## src/pkg/radio_ctrl_pkg.sv

```systemverilog
// constants and types shared by the radio state control block
package radio_ctrl_pkg;

  // ************************************************************
  // state numbers shown in the radio state register
  // ************************************************************
  typedef enum logic [4:0] {
    ST_SLEEP    = 5'h00,
    ST_IDLE     = 5'h01,
    ST_OSC_OFF  = 5'h02,
    ST_RX       = 5'h0D,
    ST_SYNC_RDY = 5'h12,
    ST_TX       = 5'h13
  } radio_state_t;

  // ************************************************************
  // field codes
  // ************************************************************
  localparam logic [5:0] PIN_SEL_CLEAR    = 6'h09;
  localparam logic [1:0] CHK_ALWAYS       = 2'h0;
  localparam logic [1:0] CHK_RSSI         = 2'h1;
  localparam logic [1:0] CHK_NOT_RX_PKT   = 2'h2;
  localparam logic [1:0] CHK_BOTH         = 2'h3;
  localparam int         NUM_GP_PINS      = 3;

  // ************************************************************
  // timing
  // ************************************************************
  localparam int CLK_HZ          = 10_000_000;
  localparam int OSC_START_US    = 150;
  localparam int OSC_START_CYC   = (OSC_START_US * (CLK_HZ / 1_000_000));
  localparam int RESET_TIME_US   = 20;
  localparam int RESET_CYC       = (RESET_TIME_US * (CLK_HZ / 1_000_000));
  localparam int CNT_W           = 12;

endpackage

```

## src/radio_state_ctrl.sv

```systemverilog
// radio control state machine with reset and crystal control
`timescale 1ns/1ns
module radio_state_ctrl #(
  parameter int OSC_START_CYCLES = radio_ctrl_pkg::OSC_START_CYC,
  parameter int RESET_CYCLES     = radio_ctrl_pkg::RESET_CYC
) (
  input  wire logic       clk_i,
  input  wire logic       rst_i,
  input  wire logic       chip_select_n_i,
  input  wire logic       transmit_strobe_i,
  input  wire logic       synth_on_strobe_i,
  input  wire logic       receive_strobe_i,
  input  wire logic       idle_strobe_i,
  input  wire logic       reset_strobe_i,
  input  wire logic       osc_off_strobe_i,
  input  wire logic       power_down_strobe_i,
  input  wire logic       tx_underflow_i,
  input  wire logic       carrier_sense_i,
  input  wire logic       receiving_packet_i,
  input  wire logic [1:0] channel_check_mode_i,
  input  wire logic       crystal_force_on_i,
  input  wire logic [5:0] output_pin_select_i [radio_ctrl_pkg::NUM_GP_PINS],
  output logic [radio_ctrl_pkg::NUM_GP_PINS-1:0] gp_output_pin_o,
  output logic            chip_ready_n_o,
  output logic [4:0]      radio_state_register_o,
  output logic            crystal_osc_en_o,
  output logic            regulator_en_o,
  output logic            clear_channel_o
);

  // ************************************************************
  // chip select from the pin
  // ************************************************************
  logic cs_n_s;
  logic cs_n_prev_q;
  logic cs_n_prev_d;
  logic cs_fall;
  logic cs_rise;

  sync_2ff #(.RESET_VAL(1'b1)) u_cs_sync (
    .clk_i (clk_i),
    .rst_i (rst_i),
    .d_i   (chip_select_n_i),
    .q_o   (cs_n_s)
  );

  assign cs_fall = cs_n_prev_q & ~cs_n_s;
  assign cs_rise = ~cs_n_prev_q & cs_n_s;

  // ************************************************************
  // clear channel check
  // ************************************************************
  function automatic logic chan_clear(input logic [1:0] mode,
                                      input logic       cs,
                                      input logic       rx_pkt);
    unique case (mode)
      radio_ctrl_pkg::CHK_ALWAYS:     chan_clear = 1'b1;
      radio_ctrl_pkg::CHK_RSSI:       chan_clear = ~cs;
      radio_ctrl_pkg::CHK_NOT_RX_PKT: chan_clear = ~rx_pkt;
      radio_ctrl_pkg::CHK_BOTH:       chan_clear = ~cs & ~rx_pkt;
    endcase
  endfunction

  logic clear_now;
  assign clear_now = chan_clear(channel_check_mode_i, carrier_sense_i,
                                receiving_packet_i);

  // ************************************************************
  // state machine
  // ************************************************************
  radio_ctrl_pkg::radio_state_t state_q;
  radio_ctrl_pkg::radio_state_t state_d;
  logic                     osc_on_q;
  logic                     osc_on_d;
  logic                     reg_on_q;
  logic                     reg_on_d;
  logic                     stop_pend_q;
  logic                     stop_pend_d;
  logic [radio_ctrl_pkg::CNT_W-1:0] wait_q;
  logic [radio_ctrl_pkg::CNT_W-1:0] wait_d;
  logic                     ready_n_q;
  logic                     ready_n_d;
  logic                     clear_q;
  logic                     clear_d;
  logic [radio_ctrl_pkg::NUM_GP_PINS-1:0] pins_q;
  logic [radio_ctrl_pkg::NUM_GP_PINS-1:0] pins_d;

  // start-up wait: osc settle after power-up or wake, reset time after reset strobe
  localparam logic [radio_ctrl_pkg::CNT_W-1:0] OSC_LOAD =
    radio_ctrl_pkg::CNT_W'(OSC_START_CYCLES);
  localparam logic [radio_ctrl_pkg::CNT_W-1:0] RST_LOAD =
    radio_ctrl_pkg::CNT_W'(RESET_CYCLES);

  always_comb begin
    state_d     = state_q;
    osc_on_d    = osc_on_q;
    reg_on_d    = reg_on_q;
    stop_pend_d = stop_pend_q;
    wait_d      = (wait_q != '0) ? wait_q - 1'b1 : wait_q;
    clear_d     = clear_now;
    for (int i = 0; i < radio_ctrl_pkg::NUM_GP_PINS; i++) begin
      pins_d[i] = (output_pin_select_i[i] == radio_ctrl_pkg::PIN_SEL_CLEAR)
                  & clear_now;
    end
    if (reset_strobe_i) begin
      // defaults restored; osc kept running, only reset time elapses
      state_d     = radio_ctrl_pkg::ST_IDLE;
      osc_on_d    = 1'b1;
      reg_on_d    = 1'b1;
      stop_pend_d = 1'b0;
      wait_d      = RST_LOAD;
    end else if (!osc_on_q || !reg_on_q) begin
      // forced crystal keeps running in sleep: no settle wait then
      if (cs_fall) begin
        osc_on_d = 1'b1;
        reg_on_d = 1'b1;
        if (!osc_on_q)
          wait_d = OSC_LOAD;
        state_d  = radio_ctrl_pkg::ST_IDLE;
      end
    end else if (stop_pend_q) begin
      if (cs_rise) begin
        stop_pend_d = 1'b0;
        osc_on_d    = crystal_force_on_i;
        reg_on_d    = (state_q != radio_ctrl_pkg::ST_SLEEP);
        if (crystal_force_on_i && state_q == radio_ctrl_pkg::ST_OSC_OFF)
          state_d = radio_ctrl_pkg::ST_IDLE;
      end
    end else if (idle_strobe_i) begin
      state_d = radio_ctrl_pkg::ST_IDLE;
    end else begin
      unique case (state_q)
        radio_ctrl_pkg::ST_IDLE: begin
          if (osc_off_strobe_i) begin
            state_d     = radio_ctrl_pkg::ST_OSC_OFF;
            stop_pend_d = 1'b1;
          end else if (power_down_strobe_i) begin
            state_d     = radio_ctrl_pkg::ST_SLEEP;
            stop_pend_d = 1'b1;
          end else if (receive_strobe_i) begin
            state_d = radio_ctrl_pkg::ST_RX;
          end else if (transmit_strobe_i) begin
            state_d = radio_ctrl_pkg::ST_TX;
          end else if (synth_on_strobe_i) begin
            state_d = radio_ctrl_pkg::ST_SYNC_RDY;
          end
        end
        radio_ctrl_pkg::ST_RX: begin
          // busy channel drops the strobe, nothing is remembered
          if (transmit_strobe_i && clear_now)
            state_d = radio_ctrl_pkg::ST_TX;
          else if (synth_on_strobe_i && clear_now)
            state_d = radio_ctrl_pkg::ST_SYNC_RDY;
        end
        radio_ctrl_pkg::ST_TX: begin
          if (tx_underflow_i)
            state_d = radio_ctrl_pkg::ST_IDLE;
          else if (receive_strobe_i)
            state_d = radio_ctrl_pkg::ST_RX;
        end
        radio_ctrl_pkg::ST_SYNC_RDY: begin
          if (transmit_strobe_i)
            state_d = radio_ctrl_pkg::ST_TX;
          else if (receive_strobe_i)
            state_d = radio_ctrl_pkg::ST_RX;
        end
        default: state_d = state_q;
      endcase
    end
    // ready only with select low, osc running and no wait pending
    ready_n_d = ~(~cs_n_s & osc_on_d & (wait_d == '0));
  end

  always_ff @(posedge clk_i) begin
    if (rst_i) begin
      state_q     <= radio_ctrl_pkg::ST_IDLE;
      osc_on_q    <= 1'b1;
      reg_on_q    <= 1'b1;
      stop_pend_q <= 1'b0;
      wait_q      <= OSC_LOAD;
      ready_n_q   <= 1'b1;
      clear_q     <= 1'b0;
      pins_q      <= '0;
      cs_n_prev_q <= 1'b1;
    end else begin
      state_q     <= state_d;
      osc_on_q    <= osc_on_d;
      reg_on_q    <= reg_on_d;
      stop_pend_q <= stop_pend_d;
      wait_q      <= wait_d;
      ready_n_q   <= ready_n_d;
      clear_q     <= clear_d;
      pins_q      <= pins_d;
      cs_n_prev_q <= cs_n_prev_d;
    end
  end

  assign cs_n_prev_d = cs_n_s;

  assign gp_output_pin_o        = pins_q;
  assign chip_ready_n_o         = ready_n_q;
  assign radio_state_register_o = state_q;
  assign crystal_osc_en_o       = osc_on_q;
  assign regulator_en_o         = reg_on_q;
  assign clear_channel_o        = clear_q;

  // ************************************************************
  // checks
  // ************************************************************
  a_busy_stays_rx: assert property (@(posedge clk_i) disable iff (rst_i)
    state_q == radio_ctrl_pkg::ST_RX && transmit_strobe_i && !clear_now &&
    !idle_strobe_i && !reset_strobe_i && osc_on_q && !stop_pend_q
    |=> state_q == radio_ctrl_pkg::ST_RX)
    else $error("tx strobe on busy channel left receive");
  a_clear_goes_tx: assert property (@(posedge clk_i) disable iff (rst_i)
    state_q == radio_ctrl_pkg::ST_RX && transmit_strobe_i && clear_now &&
    !idle_strobe_i && !reset_strobe_i && osc_on_q && !stop_pend_q
    |=> state_q == radio_ctrl_pkg::ST_TX)
    else $error("tx strobe on clear channel did not transmit");
  a_no_self_tx: assert property (@(posedge clk_i) disable iff (rst_i)
    state_q == radio_ctrl_pkg::ST_RX && !transmit_strobe_i &&
    !synth_on_strobe_i && !idle_strobe_i && !reset_strobe_i
    |=> state_q != radio_ctrl_pkg::ST_TX &&
        state_q != radio_ctrl_pkg::ST_SYNC_RDY)
    else $error("receive left without a strobe");
  a_pin_shows_clear: assert property (@(posedge clk_i) disable iff (rst_i)
    output_pin_select_i[0] == radio_ctrl_pkg::PIN_SEL_CLEAR
    |=> gp_output_pin_o[0] == $past(clear_now))
    else $error("pin does not follow clear channel");
  a_mode_always: assert property (@(posedge clk_i) disable iff (rst_i)
    channel_check_mode_i == radio_ctrl_pkg::CHK_ALWAYS |-> clear_now)
    else $error("always mode reported busy");
  a_force_keeps_osc: assert property (@(posedge clk_i) disable iff (rst_i)
    crystal_force_on_i && osc_on_q && !reset_strobe_i
    |=> osc_on_q)
    else $error("crystal stopped while forced on");
  a_reset_to_idle: assert property (@(posedge clk_i) disable iff (rst_i)
    reset_strobe_i |=> state_q == radio_ctrl_pkg::ST_IDLE && osc_on_q
    && chip_ready_n_o)
    else $error("reset strobe did not reach idle");
  a_idle_strobe: assert property (@(posedge clk_i) disable iff (rst_i)
    idle_strobe_i && osc_on_q && !stop_pend_q && !reset_strobe_i
    |=> state_q == radio_ctrl_pkg::ST_IDLE)
    else $error("idle strobe ignored");
  a_ready_needs_osc: assert property (@(posedge clk_i) disable iff (rst_i)
    !chip_ready_n_o |-> osc_on_q && wait_q == '0)
    else $error("ready shown before crystal stable");
  a_wake_to_idle: assert property (@(posedge clk_i) disable iff (rst_i)
    !osc_on_q && cs_fall && !reset_strobe_i
    |=> osc_on_q && reg_on_q && state_q == radio_ctrl_pkg::ST_IDLE)
    else $error("select low did not wake the crystal");
  a_sleep_wake: assert property (@(posedge clk_i) disable iff (rst_i)
    !reg_on_q && cs_fall && !reset_strobe_i
    |=> reg_on_q && osc_on_q && state_q == radio_ctrl_pkg::ST_IDLE)
    else $error("select low did not leave sleep");

endmodule

```

## src/sync_2ff.sv

```systemverilog
// two flip-flop synchroniser for one level
`timescale 1ns/1ns
module sync_2ff #(
  parameter logic RESET_VAL = 1'b0
) (
  input  wire logic clk_i,
  input  wire logic rst_i,
  input  wire logic d_i,
  output logic      q_o
);

  logic meta_q;
  logic meta_d;
  logic q_q;
  logic q_d;

  always_comb begin
    meta_d = d_i;
    q_d    = meta_q;
  end

  always_ff @(posedge clk_i) begin
    if (rst_i) begin
      meta_q <= RESET_VAL;
      q_q    <= RESET_VAL;
    end else begin
      meta_q <= meta_d;
      q_q    <= q_d;
    end
  end

  assign q_o = q_q;

endmodule

```

## config.mk

```make
export PLATFORM = sky130hd
export DESIGN_NAME = radio_state_ctrl
export DESIGN_NICKNAME = d
export VERILOG_FILES = /design/src/pkg/radio_ctrl_pkg.sv /design/src/radio_state_ctrl.sv /design/src/sync_2ff.sv
export SDC_FILE = /design/constraint.sdc
export NUM_CORES = 1
export LEC_CHECK = 0
export BUFFER_PORTS_ARGS = -buffer_cell sky130_fd_sc_hd__buf_4
export CAP_MARGIN = 30
export CORE_UTILIZATION = 46
export CTS_CLUSTER_SIZE = 25
export DETAILED_ROUTE_END_ITERATION = 6
export GPL_ROUTABILITY_DRIVEN = 0
export HOLD_SLACK_MARGIN = 0.08
export PLACE_DENSITY_LB_ADDON = 0.05
export SLEW_MARGIN = 30
export SYNTH_ARGS = -nofsm -noshare
export SYNTH_HDL_FRONTEND = slang
export SYNTH_SLANG_ARGS = --single-unit
```

## constraint.sdc

```tcl
create_clock -name clk_i -period 2.4 [get_ports clk_i]
set_clock_uncertainty 0.1 [all_clocks]
set_input_delay 0.48 -clock clk_i [delete_from_list [all_inputs] [get_ports clk_i]]
set_output_delay 0.48 -clock clk_i [all_outputs]
set_load 0.05 [all_outputs]
```

==> out/results.tsv, run 1 <==
stage	metric	value	unit
setup_path	Req. time, crit path	2.55	ns
clock_network	worst-skew pair later-pin latency	0.34	ns
setup_path	reg2reg path depth	5	
setup_path	CP delay by family, top	simple AND/OR/NAND/NOR gates	
layout	# fillers	298	
worst_hold_path	hold_sp	output_pin_select_i[11]	
layout	diode count	0	
setup_path	largest stage delay on the critical path	0.55	ns
yosys	top cell type's share of synthesized area	35.58	%
worst_hold_path	hold path cells	2	
yosys	register area share after synthesis	35.58	%
floorplanning	Die X	60.52	um
setup_path	R2R Path End	radio_state_register_o[4]	
clock_network	Max clock buf depth	2	
sta	fmax	439.9	MHz
global_route	initial antenna violation count	0	
clock_network	CTS clk-pin slew, worst paths	0.15	ns
yosys	register bit total from synthesis	28	
floorplanning	IO Pins	46	
sta	post-route setup TNS	0	ns
layout	nets	268	
setup_path	crit path DAT	2.42	ns
sta	Slew @ Worst Pin	0.4842	ns
setup_path	CP startpoint kind	flip-flop	
global_route	All-Layer GR Usage	23.51	%
setup_path	Reg-to-Reg Start	radio_state_register_o[2]	
sta	RSZ-0062 raised after global routing	false	
placed_design	post-DP HPWL	3225	um
pwr	Lkg Pwr	0.8050	nW
setup_path	Worst setup EP type	flip-flop	
clock_network	H-tree Lvls	1	
detailed_routing	DR vias/cell	5.924	
detailed_routing	DRC Markers	0	
run	max cap viols	0	
layout	Area Growth Syn to Fin	30.34	%
global_route	vias in the first global route	1447	
layout	Multi-input gate area	989.7	um^2
setup_path	CP Cell Sequence	or4b_4, o41ai_2, or3b_4, or2_4, a32o_1	
placed_design	port bufs	45	
worst_hold_path	WHS Endpoint	gp_output_pin_o[1]	
layout	Register Area	569.3	um^2
floorplanning	Die ar.	3663	um^2
detailed_routing	DRT Pass-1 Iters	4	
sta	final hold viol count	0	
detailed_routing	DR WL/cell	14.93	um
yosys	yosys warns	0	
clock_network	Num CTS Buffers	3	
sta	Final Max Slew Viols	0	
pwr	Max IR drop VDD	0.2249	mV
yosys	count leader, synth	dfxtp_1	
yosys	main area contributors after synthesis	dfxtp_1 36%, nand2_1 4.1%, mux2i_1 3.8%	
placed_design	Place WS	0.008686	ns
yosys	Post-Syn Area per Cell	8.561	um^2
sta	period utilization	94.73	%
sta	relative slew slack	66.88	%
outcome	status	complete, no violations	
clock_network	root buf cell	clkbuf_4	
detailed_routing	drt total wl	4105	um
setup_path	setup slack, reg-to-reg	0.13	ns
setup_path	Buf/Inv on CP	0	
global_route	grt ovf	0	
floorplanning	Die Y	60.52	um
setup_path	CP max stage cell	or4b_4	
yosys	predominant post-synthesis flop cell	dfxtp_1	
detailed_routing	via count	1629	
floorplanning	FP Rows	20	
pwr	Pwr Density	477.3	nW/um^2
sta	final setup vio count	0	
sta	final setup margin	0.1266	ns
global_route	largest net degree at the start of global routing	17	
global_route	global-route wire length before repair	6458	um
sta	fin crit period	2.273	ns
yosys	post-synthesis cell type count	55	
yosys	most frequent cells after synthesis	28 x dfxtp_1, 17 x nand2_1, 16 x nor2_1	
detailed_routing	antenna-violating nets left	0	
yosys	Post-synth EDFFs	0	
setup_path	Crit Path Max Fanout	9	
yosys	Syn Inst Count	184	
clock_network	Sink Count	28	
setup_path	Crit Path Category	reg -> reg	
floorplanning	Initial Utilization	49.96	%
yosys	Post-synth ARST share	0	%
yosys	Mapped Nets	220	
worst_hold_path	HP Class	in -> reg	
clock_network	Post-CTS Setup Bufs	0	
detailed_routing	Detailed Route Iter0 Violations	131	
clock_network	CTS tree	done	
layout	layout cells sized above 1	29.87	%
yosys	Yosys top cell by area	dfxtp_1	
floorplanning	floorplan core area	3153	um^2
yosys	area of the mapped netlist	1575	um^2
[state kept, by name (all words and copies together) (netlist names)]
signal                  flops
radio_state_register_o      5
u_cs_sync.q_o               1
chip_ready_n_o              1
clear_channel_o             1
wait_q                     12
cs_n_prev_q                 1
crystal_osc_en_o            1
regulator_en_o              1
gp_output_pin_o             3
u_cs_sync.meta_q            1
stop_pend_q                 1
[worst max path at each step]
stage                              start                         to  slack, ns  cells after the start
2_1_floorplan  radio_state_register_o[2]  radio_state_register_o[4]       0.05                      6
3_3_place_gp                   wait_q[0]             chip_ready_n_o       0.12                      7
3_5_place_dp                   wait_q[0]             chip_ready_n_o      0.009                      7
4_1_cts                        wait_q[0]             chip_ready_n_o     0.0005                      7
5_1_grt        radio_state_register_o[2]  radio_state_register_o[3]       0.04                      5
6_report       radio_state_register_o[2]  radio_state_register_o[4]       0.13                      5
[area by class of cell]
| type | count | area share, % |
|---|---|---|
| Timing Repair Buffer | 50 | 18.28 |
| Multi-Input combinational cell | 146 | 48.20 |
| Clock inverter | 1 | 1.463 |
| Tap cell | 44 | 2.681 |
| Sequential cell | 28 | 27.73 |
| Inverter | 3 | 0.5484 |
| Clock buffer | 3 | 1.097 |
[routing by layer]
layer	vias to the layer above	global-route usage, %	share of wire, %
met2	75	35.64	47
li1	801	-	-
met1	748	35.43	45
met3	5	2.559	6.5
met5	-	0	0
met4	0	6.169	0.71
[metrics by stage]
step / utilization, % / hold WS, ns / instances / power [mW] / instance area, um^2
after floorplan: - / 0.2895 / 184 / 0.5905 / 1595
after global placement: 62.94 / 0.2996 / 271 / 0.6660 / 1984
after detailed placement: 62.94 / 0.3058 / 271 / 0.6711 / 1984
after CTS: 64.60 / 0.1755 / 275 / 0.9786 / 2037
after global routing: 65.12 / 0.1696 / 275 / 1.015 / 2053
final: 65.12 / 0.1802 / 275 / 0.9801 / 2053
[cell usage in the layout, fill, tap and decap left out, types with 2 or more instances in the layout]
master	count
a21o_1	2
a21oi_1	8
a31oi_1	2
and3_1	2
buf_4	50
clkbuf_4	3
dfxtp_1	25
dfxtp_4	2
inv_1	3
mux2i_1	6
nand2_1	17
nand2b_1	5
nand3_1	5
nand4_1	2
nand4bb_1	3
nor2_1	16
nor2b_1	3
nor3_1	5
nor4_1	6
o2111ai_1	2
o211ai_1	4
o21ai_0	5
o21bai_1	4
o31ai_1	6
or2_1	3
or2_2	3
or3_1	2
or3b_4	2
or4_1	5
xnor2_1	2
[power by group]
group          switching, mW  leakage [nW]  total [mW]  internal (mW)
logic                 0.0817         0.547       0.169         0.0871
registers             0.0186         0.230       0.496          0.478
clock network          0.146        0.0279       0.315          0.169
[timing repair]
action,in CTS,in global routing
hold buffers,0,0
gates resized for setup,0,4
setup endpoints to repair,0,1
[kinds of logic (layout without fill, tap and decap cells)]
logic type | count (synthesis) | count (layout) | share of synthesized area, %
AOI/OAI and AO/OA | 51 | 51 | 23.91
xor gates and xnor gates | 2 | 2 | 1.112
adders and majority gates | 2 | 2 | 1.588
buffers and inverters | 10 | 57 | 2.939
DFF | 28 | 28 | 35.58
muxes | 6 | 6 | 3.813
and+or+nand+nor | 85 | 85 | 31.06
Note: power is estimated with default switching activity, not from simulation.
==> inputs of run 2 (changes only) <==
--- a/config.mk
+++ b/config.mk
@@ -5,9 +5,9 @@
 export SDC_FILE = /design/constraint.sdc
 export NUM_CORES = 1
 export LEC_CHECK = 0
+export ABC_AREA = 1
 export BUFFER_PORTS_ARGS = -buffer_cell sky130_fd_sc_hd__buf_4
-export CAP_MARGIN = 30
-export CORE_UTILIZATION = 46
+export CORE_UTILIZATION = 47
 export CTS_CLUSTER_SIZE = 25
 export DETAILED_ROUTE_END_ITERATION = 6
 export GPL_ROUTABILITY_DRIVEN = 0
==> constraint.sdc (replaced) <==
create_clock -name clk_i -period 2.4 [get_ports clk_i]
set_clock_uncertainty 0.1 [all_clocks]
set_input_delay 0.48 -clock clk_i [delete_from_list [all_inputs] [get_ports clk_i]]
set_output_delay 0.48 -clock clk_i [all_outputs]
set_load 0.01 [all_outputs]
==> run 2 against run 1 <==
- non-clock buffer count fell by 5
- synthesized cell count rose by 48%
- register-to-register slack improved by 0.53 ns
- count of clock-buffer cells in the layout did not move
- combinational power rose by 31%
- power fell by 6.0%
- global-route usage fell by 1.2 points
- fmax rose by 30%
- synthesized area rose by 9.6%
- die area rose by 7.0%
- utilization fell by 2.6 points
==> out/results.tsv, run 2 <==
stage	metric	value	unit	change
outcome	status	complete, no violations		unchanged
layout	post-layout util	62.53	%	was 65.12%
layout	largest register by flop count	wait_q		unchanged
setup_path	Worst setup EP type	flip-flop		unchanged
run	max cap viols	0		unchanged
detailed_routing	drt total wl	3919	um	was 4105 um
layout	layout cells sized above 1	25.71	%	was 29.87%
layout	commonest non-fill, non-tap cells in the layout	64 x nand2_1, 45 x buf_4, 36 x nor2_1, 36 x inv_1, 35 x nand3_1		was 50 x buf_4, 25 x dfxtp_1, 17 x nand2_1
setup_path	CP delay by family, top	simple AND/OR/NAND/NOR gates		unchanged
yosys	count leader, synth	nand2_1		was dfxtp_1
yosys	Synth Area in Simple Gates	49.06	%	was 31.06%
setup_path	crit path DAT	1.86	ns	was 2.42 ns
sta	post-route setup TNS	0	ns	unchanged
yosys	Yosys top cell by area	dfxtp_1		unchanged
global_route	initial antenna violation count	0		unchanged
floorplanning	FP Rows	21		was 20
clock_network	cts repair resizes	0		unchanged
detailed_routing	DRC Markers	0		unchanged
layout	diode count	0		unchanged
clock_network	H-tree Lvls	1		unchanged
placed_design	port bufs	45		unchanged
sta	fmax	573.2	MHz	was 439.9 MHz
yosys	Synth Area in Compound Gates	6.014	%	was 23.91%
setup_path	cell mode on critical path	nand3_1		
yosys	Mapped Nets	309		was 220
yosys	register bit total from synthesis	28		unchanged
clock_network	Post-CTS Setup Bufs	0		unchanged
detailed_routing	DR vias/cell	4.915		was 5.924
clock_network	cts hold-fix bufs	0		unchanged
clock_network	Num CTS Buffers	3		unchanged
sta	RSZ-0062 raised after global routing	false		unchanged
yosys	Adder-Cell Fraction of Synth Area	1.449	%	was 1.589%
setup_path	Req. time, crit path	2.51	ns	was 2.55 ns
floorplanning	floorplan core area	3416	um^2	was 3153 um^2
yosys	yosys warns	0		unchanged
yosys	XOR/XNOR Fraction of Synth Area	0.5072	%	was 1.112%
yosys	Syn Inst Count	273		was 184
layout	Post-Layout Cell Count	365		was 275
detailed_routing	via count	1794		was 1629
yosys	main combinational cell family by area after synthesis	simple AND/OR/NAND/NOR gates		unchanged
yosys	post-synthesis cell type count	31		was 55
floorplanning	Die Y	62.61	um	was 60.52 um
setup_path	Crit Path Category	reg -> reg		unchanged
clock_network	Sink Count	28		unchanged
clock_network	worst-skew pair later-pin latency	0.32	ns	was 0.34 ns
clock_network	root buf cell	clkbuf_4		unchanged
setup_path	CP max stage cell	dfxtp_1		was or4b_4
setup_path	CP Cell Sequence	inv_2, ha_1, nand2_1, nor2_2, nand3_1, nand3b_1, nand3_1, nor3_1, nand3_1		was or4b_4, o41ai_2, or3b_4, or2_4, a32o_1
layout	nets	357		was 268
sta	relative slew slack	70.66	%	was 66.88%
pwr	Final Power	0.9210	mW	was 0.9801 mW
yosys	most frequent cells after synthesis	64 x nand2_1, 36 x inv_1, 36 x nor2_1		was 28 x dfxtp_1, 17 x nand2_1, 16 x nor2_1
setup_path	Buf/Inv on CP	1		was 0
setup_path	CP startpoint kind	flip-flop		unchanged
worst_hold_path	HP Class	in -> reg		unchanged
global_route	global-route wire length before repair	7141	um	was 6458 um
detailed_routing	antenna-violating nets left	0		unchanged
layout	max reg flops	12		unchanged
layout	Area Growth Syn to Fin	23.70	%	was 30.34%
yosys	post-synthesis mux area share	0	%	was 3.813%
yosys	top cell type's share of synthesized area	32.46	%	was 35.58%
clock_network	CTS clk-pin slew, worst paths	0.14	ns	was 0.15 ns
floorplanning	IO Pins	46		unchanged
placed_design	post-DP HPWL	3213	um	was 3225 um
sta	period utilization	72.69	%	was 94.73%
pwr	Max IR drop VDD	0.2304	mV	was 0.2249 mV
floorplanning	Die X	62.61	um	was 60.52 um
detailed_routing	DRT Pass-1 Iters	4		unchanged
setup_path	Crit Path Max Fanout	4		was 9
setup_path	largest stage delay on the critical path	0.34	ns	was 0.55 ns
global_route	largest net degree at the start of global routing	15		was 17
floorplanning	Initial Utilization	50.55	%	was 49.96%
global_route	All-Layer GR Usage	22.35	%	was 23.51%
sta	fin crit period	1.744	ns	was 2.273 ns
yosys	main area contributors after synthesis	dfxtp_1 32%, nand2_1 14%, nand3_1 10%		was dfxtp_1 36%, nand2_1 4.1%, mux2i_1 3.8%
detailed_routing	Detailed Route Iter0 Violations	70		was 131
sta	Final Max Slew Viols	0		unchanged
sta	final setup vio count	0		unchanged
yosys	Post-synth ARST share	0	%	unchanged
floorplanning	Die ar.	3920	um^2	was 3663 um^2
yosys	register area share after synthesis	32.46	%	was 35.58%
clock_network	Max clock buf depth	2		unchanged
global_route	vias in the first global route	1706		was 1447
yosys	predominant post-synthesis flop cell	dfxtp_1		unchanged
clock_network	CTS tree	done		unchanged
detailed_routing	DR WL/cell	10.74	um	was 14.93 um
layout	commonest non-fill, non-tap cell in the layout	nand2_1		was buf_4
pwr	Pwr Density	431.2	nW/um^2	was 477.3 nW/um^2
placed_design	placed insts	362		was 271
yosys	Post-Syn Area per Cell	6.325	um^2	was 8.561 um^2
pwr	Lkg Pwr	1.106	nW	was 0.8050 nW
yosys	area of the mapped netlist	1727	um^2	was 1575 um^2
sta	final hold viol count	0		unchanged
yosys	Post-synth EDFFs	0		unchanged
sta	Slew @ Worst Pin	0.4396	ns	was 0.4842 ns
global_route	grt ovf	0		unchanged
==> run 2: cell count changes after synthesis, sizes merged, moves of 6 or more <==
cell	change
mux2i	-6
o31ai	-7
inv	+42
nor2	+30
nand3	+33
nand2	+55
nand4	+6
==> run 2: per-stage QoR <==
step	worst slack, ns	hold WS (ns)	area (um^2)
after floorplan	0.9185	0.2895	1727
after global placement	0.7325	0.2900	2113
after detailed placement	0.7140	0.2932	2113
after CTS	0.6939	0.1808	2136
after global routing	0.5573	0.1827	2136
final	0.6555	0.1944	2136
==> run 2: final cells by class <==
cell class,count,area [um^2]
Clock buffer,3,22.52
Fill cell,341,1280
Inverter,46,172.7
Multi-Input combinational cell,197,984.7
Sequential cell,28,560.5
Tap cell,46,57.56
Timing Repair Buffer,45,337.8
==> run 2: path summary, 6_finish.rpt <==
path                                               from                 end  slack [ns]  depth (start not counted)
worst max register to register                wait_q[0]      chip_ready_n_o        0.66                          9
worst max-delay path                          wait_q[0]      chip_ready_n_o        0.66                          9
worst min register to register         u_cs_sync.meta_q       u_cs_sync.q_o        0.32                          1
worst min-delay path            output_pin_select_i[11]  gp_output_pin_o[1]        0.19                          2
==> run 2: power by group <==
group / leakage (nW) / internal (mW) / switching [mW] / total (mW)
clock: 0.0138 / 0.0589 / 0.131 / 0.190
combinational: 0.863 / 0.0993 / 0.123 / 0.222
sequential: 0.229 / 0.484 / 0.0245 / 0.509
==> run 2: layer usage <==
metal	vias up	track usage (%)	part of all wire [%]
met3	4	3.467	5.4
li1	963	-	-
met5	-	0	0
met1	772	30.47	52
met4	0	5.523	0.74
met2	55	36.68	42
==> run 2: worst reg2reg max path, cell delays in order, from the launching register on <==
cell and delay, ns:
dfxtp_1 0.34, inv_2 0.08, ha_1 0.17, nand2_1 0.07, nor2_2 0.17, nand3_1 0.16, nand3b_1 0.13, nand3_1 0.08
nor3_1 0.22, nand3_1 0.11
==> run 2: cell families (layout without fill, tap and decap cells) <==
group	after synthesis	after routing
compound gates	18	18
xor+xnor	1	1
fa+ha+maj	2	2
buf+inv	48	94
flops	28	28
simple gates	176	176
==> inputs of run 3 (changes only) <==
--- a/config.mk
+++ b/config.mk
@@ -5,9 +5,9 @@
 export SDC_FILE = /design/constraint.sdc
 export NUM_CORES = 1
 export LEC_CHECK = 0
-export ABC_AREA = 1
+export ABC_AREA = 0
 export BUFFER_PORTS_ARGS = -buffer_cell sky130_fd_sc_hd__buf_4
-export CORE_UTILIZATION = 47
+export CORE_UTILIZATION = 46
 export CTS_CLUSTER_SIZE = 25
 export DETAILED_ROUTE_END_ITERATION = 6
 export GPL_ROUTABILITY_DRIVEN = 0
==> constraint.sdc (replaced) <==
create_clock -name clk_i -period 1.4 [get_ports clk_i]
set_clock_uncertainty 0.1 [all_clocks]
set_input_delay 0.28 -clock clk_i [delete_from_list [all_inputs] [get_ports clk_i]]
set_output_delay 0.28 -clock clk_i [all_outputs]
set_load 0.01 [all_outputs]
==> run 3 against run 2 <==
- the run now ends with negative setup slack left
- count of clock-buffer cells in the layout unchanged
- die area down 6.6%
- routed wire length up 140%
- first-iteration DRC count rose to 7.2 times the previous value
- hold slack worse by 0.11 ns
- cell count down 2.5%
- setup slack worse by 1.5 ns
- global-route usage up 18 points
- via count up 38%
- fmax down 24%
- flip-flop and latch count unchanged
- register-to-register slack worse by 1.5 ns
- critical endpoint is now radio_state_register_o[2]
- largest power group unchanged
- highest routed layer unchanged
==> out/results.tsv, run 3 (synthesis gave the netlist of run 1 again) <==
stage	metric	value	unit	change
clock_network	Sink Count	28		unchanged
global_route	vias in the first global route	2190		was 1706
floorplanning	floorplan core area	3153	um^2	was 3416 um^2
sta	Slew @ Worst Pin	0.8554	ns	was 0.4396 ns
setup_path	Crit Path Max Fanout	3		was 4
sta	final hold viol count	0		unchanged
sta	fmax	436.0	MHz	was 573.2 MHz
placed_design	port bufs	45		unchanged
clock_network	Num CTS Buffers	3		unchanged
sta	WHS	0.08106	ns	was 0.1944 ns
clock_network	CTS clk-pin slew, worst paths	0.17	ns	was 0.14 ns
setup_path	Req. time, crit path	1.55	ns	was 2.51 ns
sta	RSZ-0062 raised after global routing	true		was false
clock_network	Max clock buf depth	2		unchanged
floorplanning	Die X	60.52	um	was 62.61 um
layout	largest register by flop count	wait_q		unchanged
clock_network	CTS tree	done		unchanged
detailed_routing	DR vias/cell	6.933		was 4.915
pwr	Final Power	1.786	mW	was 0.9210 mW
clock_network	worst-skew pair later-pin latency	0.36	ns	was 0.32 ns
floorplanning	Die ar.	3663	um^2	was 3920 um^2
sta	Final Max Slew Viols	0		unchanged
outcome	failing checks	negative setup slack		
sta	relative slew slack	42.45	%	was 70.66%
clock_network	root buf cell	clkbuf_4		unchanged
global_route	grt ovf	0		unchanged
detailed_routing	DR WL/cell	26.64	um	was 10.74 um
pwr	Lkg Pwr	1.256	nW	was 1.106 nW
floorplanning	Initial Utilization	49.96	%	was 50.55%
pwr	Pwr Density	593.9	nW/um^2	was 431.2 nW/um^2
clock_network	H-tree Lvls	1		unchanged
placed_design	Place WS	-0.8185	ns	was 0.7140 ns
sta	post-route setup TNS	-11.13	ns	was 0 ns
outcome	status	finished with violations		was complete, no violations
layout	commonest non-fill, non-tap cells in the layout	106 x buf_4, 19 x dfxtp_1, 18 x buf_6		was 64 x nand2_1, 45 x buf_4, 36 x nor2_1, 36 x inv_1, 35 x nand3_1
layout	layout cells sized above 1	59.62	%	was 25.71%
layout	Post-Layout Cell Count	356		was 365
setup_path	CP startpoint kind	flip-flop		unchanged
layout	max reg flops	12		unchanged
floorplanning	Die Y	60.52	um	was 62.61 um
worst_hold_path	HP Class	in -> reg		unchanged
placed_design	area of placed instances	2536	um^2	was 2113 um^2
global_route	global-route wire length before repair	10550	um	was 7141 um
floorplanning	FP Rows	20		was 21
layout	Layout Cell Area excl Fill	3008	um^2	was 2136 um^2
setup_path	Crit Path Category	reg -> reg		unchanged
global_route	largest net degree at the start of global routing	16		was 15
layout	Area Growth Syn to Fin	90.94	%	was 23.70%
detailed_routing	drt total wl	9485	um	was 3919 um
detailed_routing	antenna-violating nets left	0		unchanged
layout	post-layout util	95.40	%	was 62.53%
pwr	Max IR drop VDD	0.7947	mV	was 0.2304 mV
placed_design	placed insts	331		was 362
layout	diode count	0		unchanged
sta	period utilization	163.8	%	was 72.69%
detailed_routing	DRT Pass-1 Iters	5		was 4
setup_path	crit path DAT	2.45	ns	was 1.86 ns
detailed_routing	DRC Markers	0		unchanged
layout	nets	349		was 357
detailed_routing	Detailed Route Iter0 Violations	503		was 70
sta	final setup margin	-0.8937	ns	was 0.6555 ns
sta	final setup vio count	22		was 0
floorplanning	IO Pins	46		unchanged
sta	fin crit period	2.294	ns	was 1.744 ns
global_route	All-Layer GR Usage	40.37	%	was 22.35%
global_route	initial antenna violation count	0		unchanged
placed_design	post-DP HPWL	4330	um	was 3213 um
run	max cap viols	0		unchanged
detailed_routing	via count	2468		was 1794
layout	commonest non-fill, non-tap cell in the layout	buf_4		was nand2_1
setup_path	Worst setup EP type	flip-flop		unchanged
## run 3: timing repair
| action | CTS | global route |
|---|---|---|
| gates resized for setup | 29 | 38 |
| setup buffers | 7 | 11 |
| hold endpoints to repair | 4 | 0 |
| hold buffers | 7 | 0 |
| endpoints found under the setup margin | 21 | 25 |
| pin swaps | 13 | 12 |
## run 3: worst paths after layout
| kind | cells past startpoint | endpoint | slack (ns) | from |
|---|---|---|---|---|
| setup / recovery | 6 | radio_state_register_o[2] | -0.89 | radio_state_register_o[2] |
| hold / removal | 3 | gp_output_pin_o[1] | 0.08 | output_pin_select_i[7] |
| setup reg to reg | 6 | radio_state_register_o[2] | -0.89 | radio_state_register_o[2] |
| hold reg to reg | 1 | u_cs_sync.q_o | 0.42 | u_cs_sync.meta_q |
## run 3: worst max-delay path, stage by stage (launching register included)
cell and delay, ns:
dfxtp_2 0.36, or4b_4 0.56, o41ai_2 0.23, or3b_4 0.42
buf_4 0.17, o211ai_1 0.25, o31ai_2 0.11
## run 3: report_power, final
group	total (mW)	switching, mW	leakage [nW]	internal [mW]
clock	0.389	0.283	0.0154	0.105
combinational	0.548	0.264	1.01	0.284
sequential	0.850	0.0287	0.232	0.821
## run 3: routing by layer
| metal | vias to the layer above | global-route usage, % | wire length (um) |
|---|---|---|---|
| li1 | 972 | - | - |
| met1 | 1135 | 46.18 | 3070 |
| met2 | 260 | 69.39 | 4342 |
| met3 | 101 | 9.595 | 1172 |
| met4 | 0 | 22.08 | 899 |
| met5 | - | 0 | 0 |
## run 3: area by class of cell
type,instances,area (um^2)
clock inverter,1,3.754
fill,73,145.1
inverter,3,16.27
multi-input combinational,146,1260
tap,44,55.05
timing repair buffer,131,1069
clock buffer,3,22.52
sequential,28,581.8
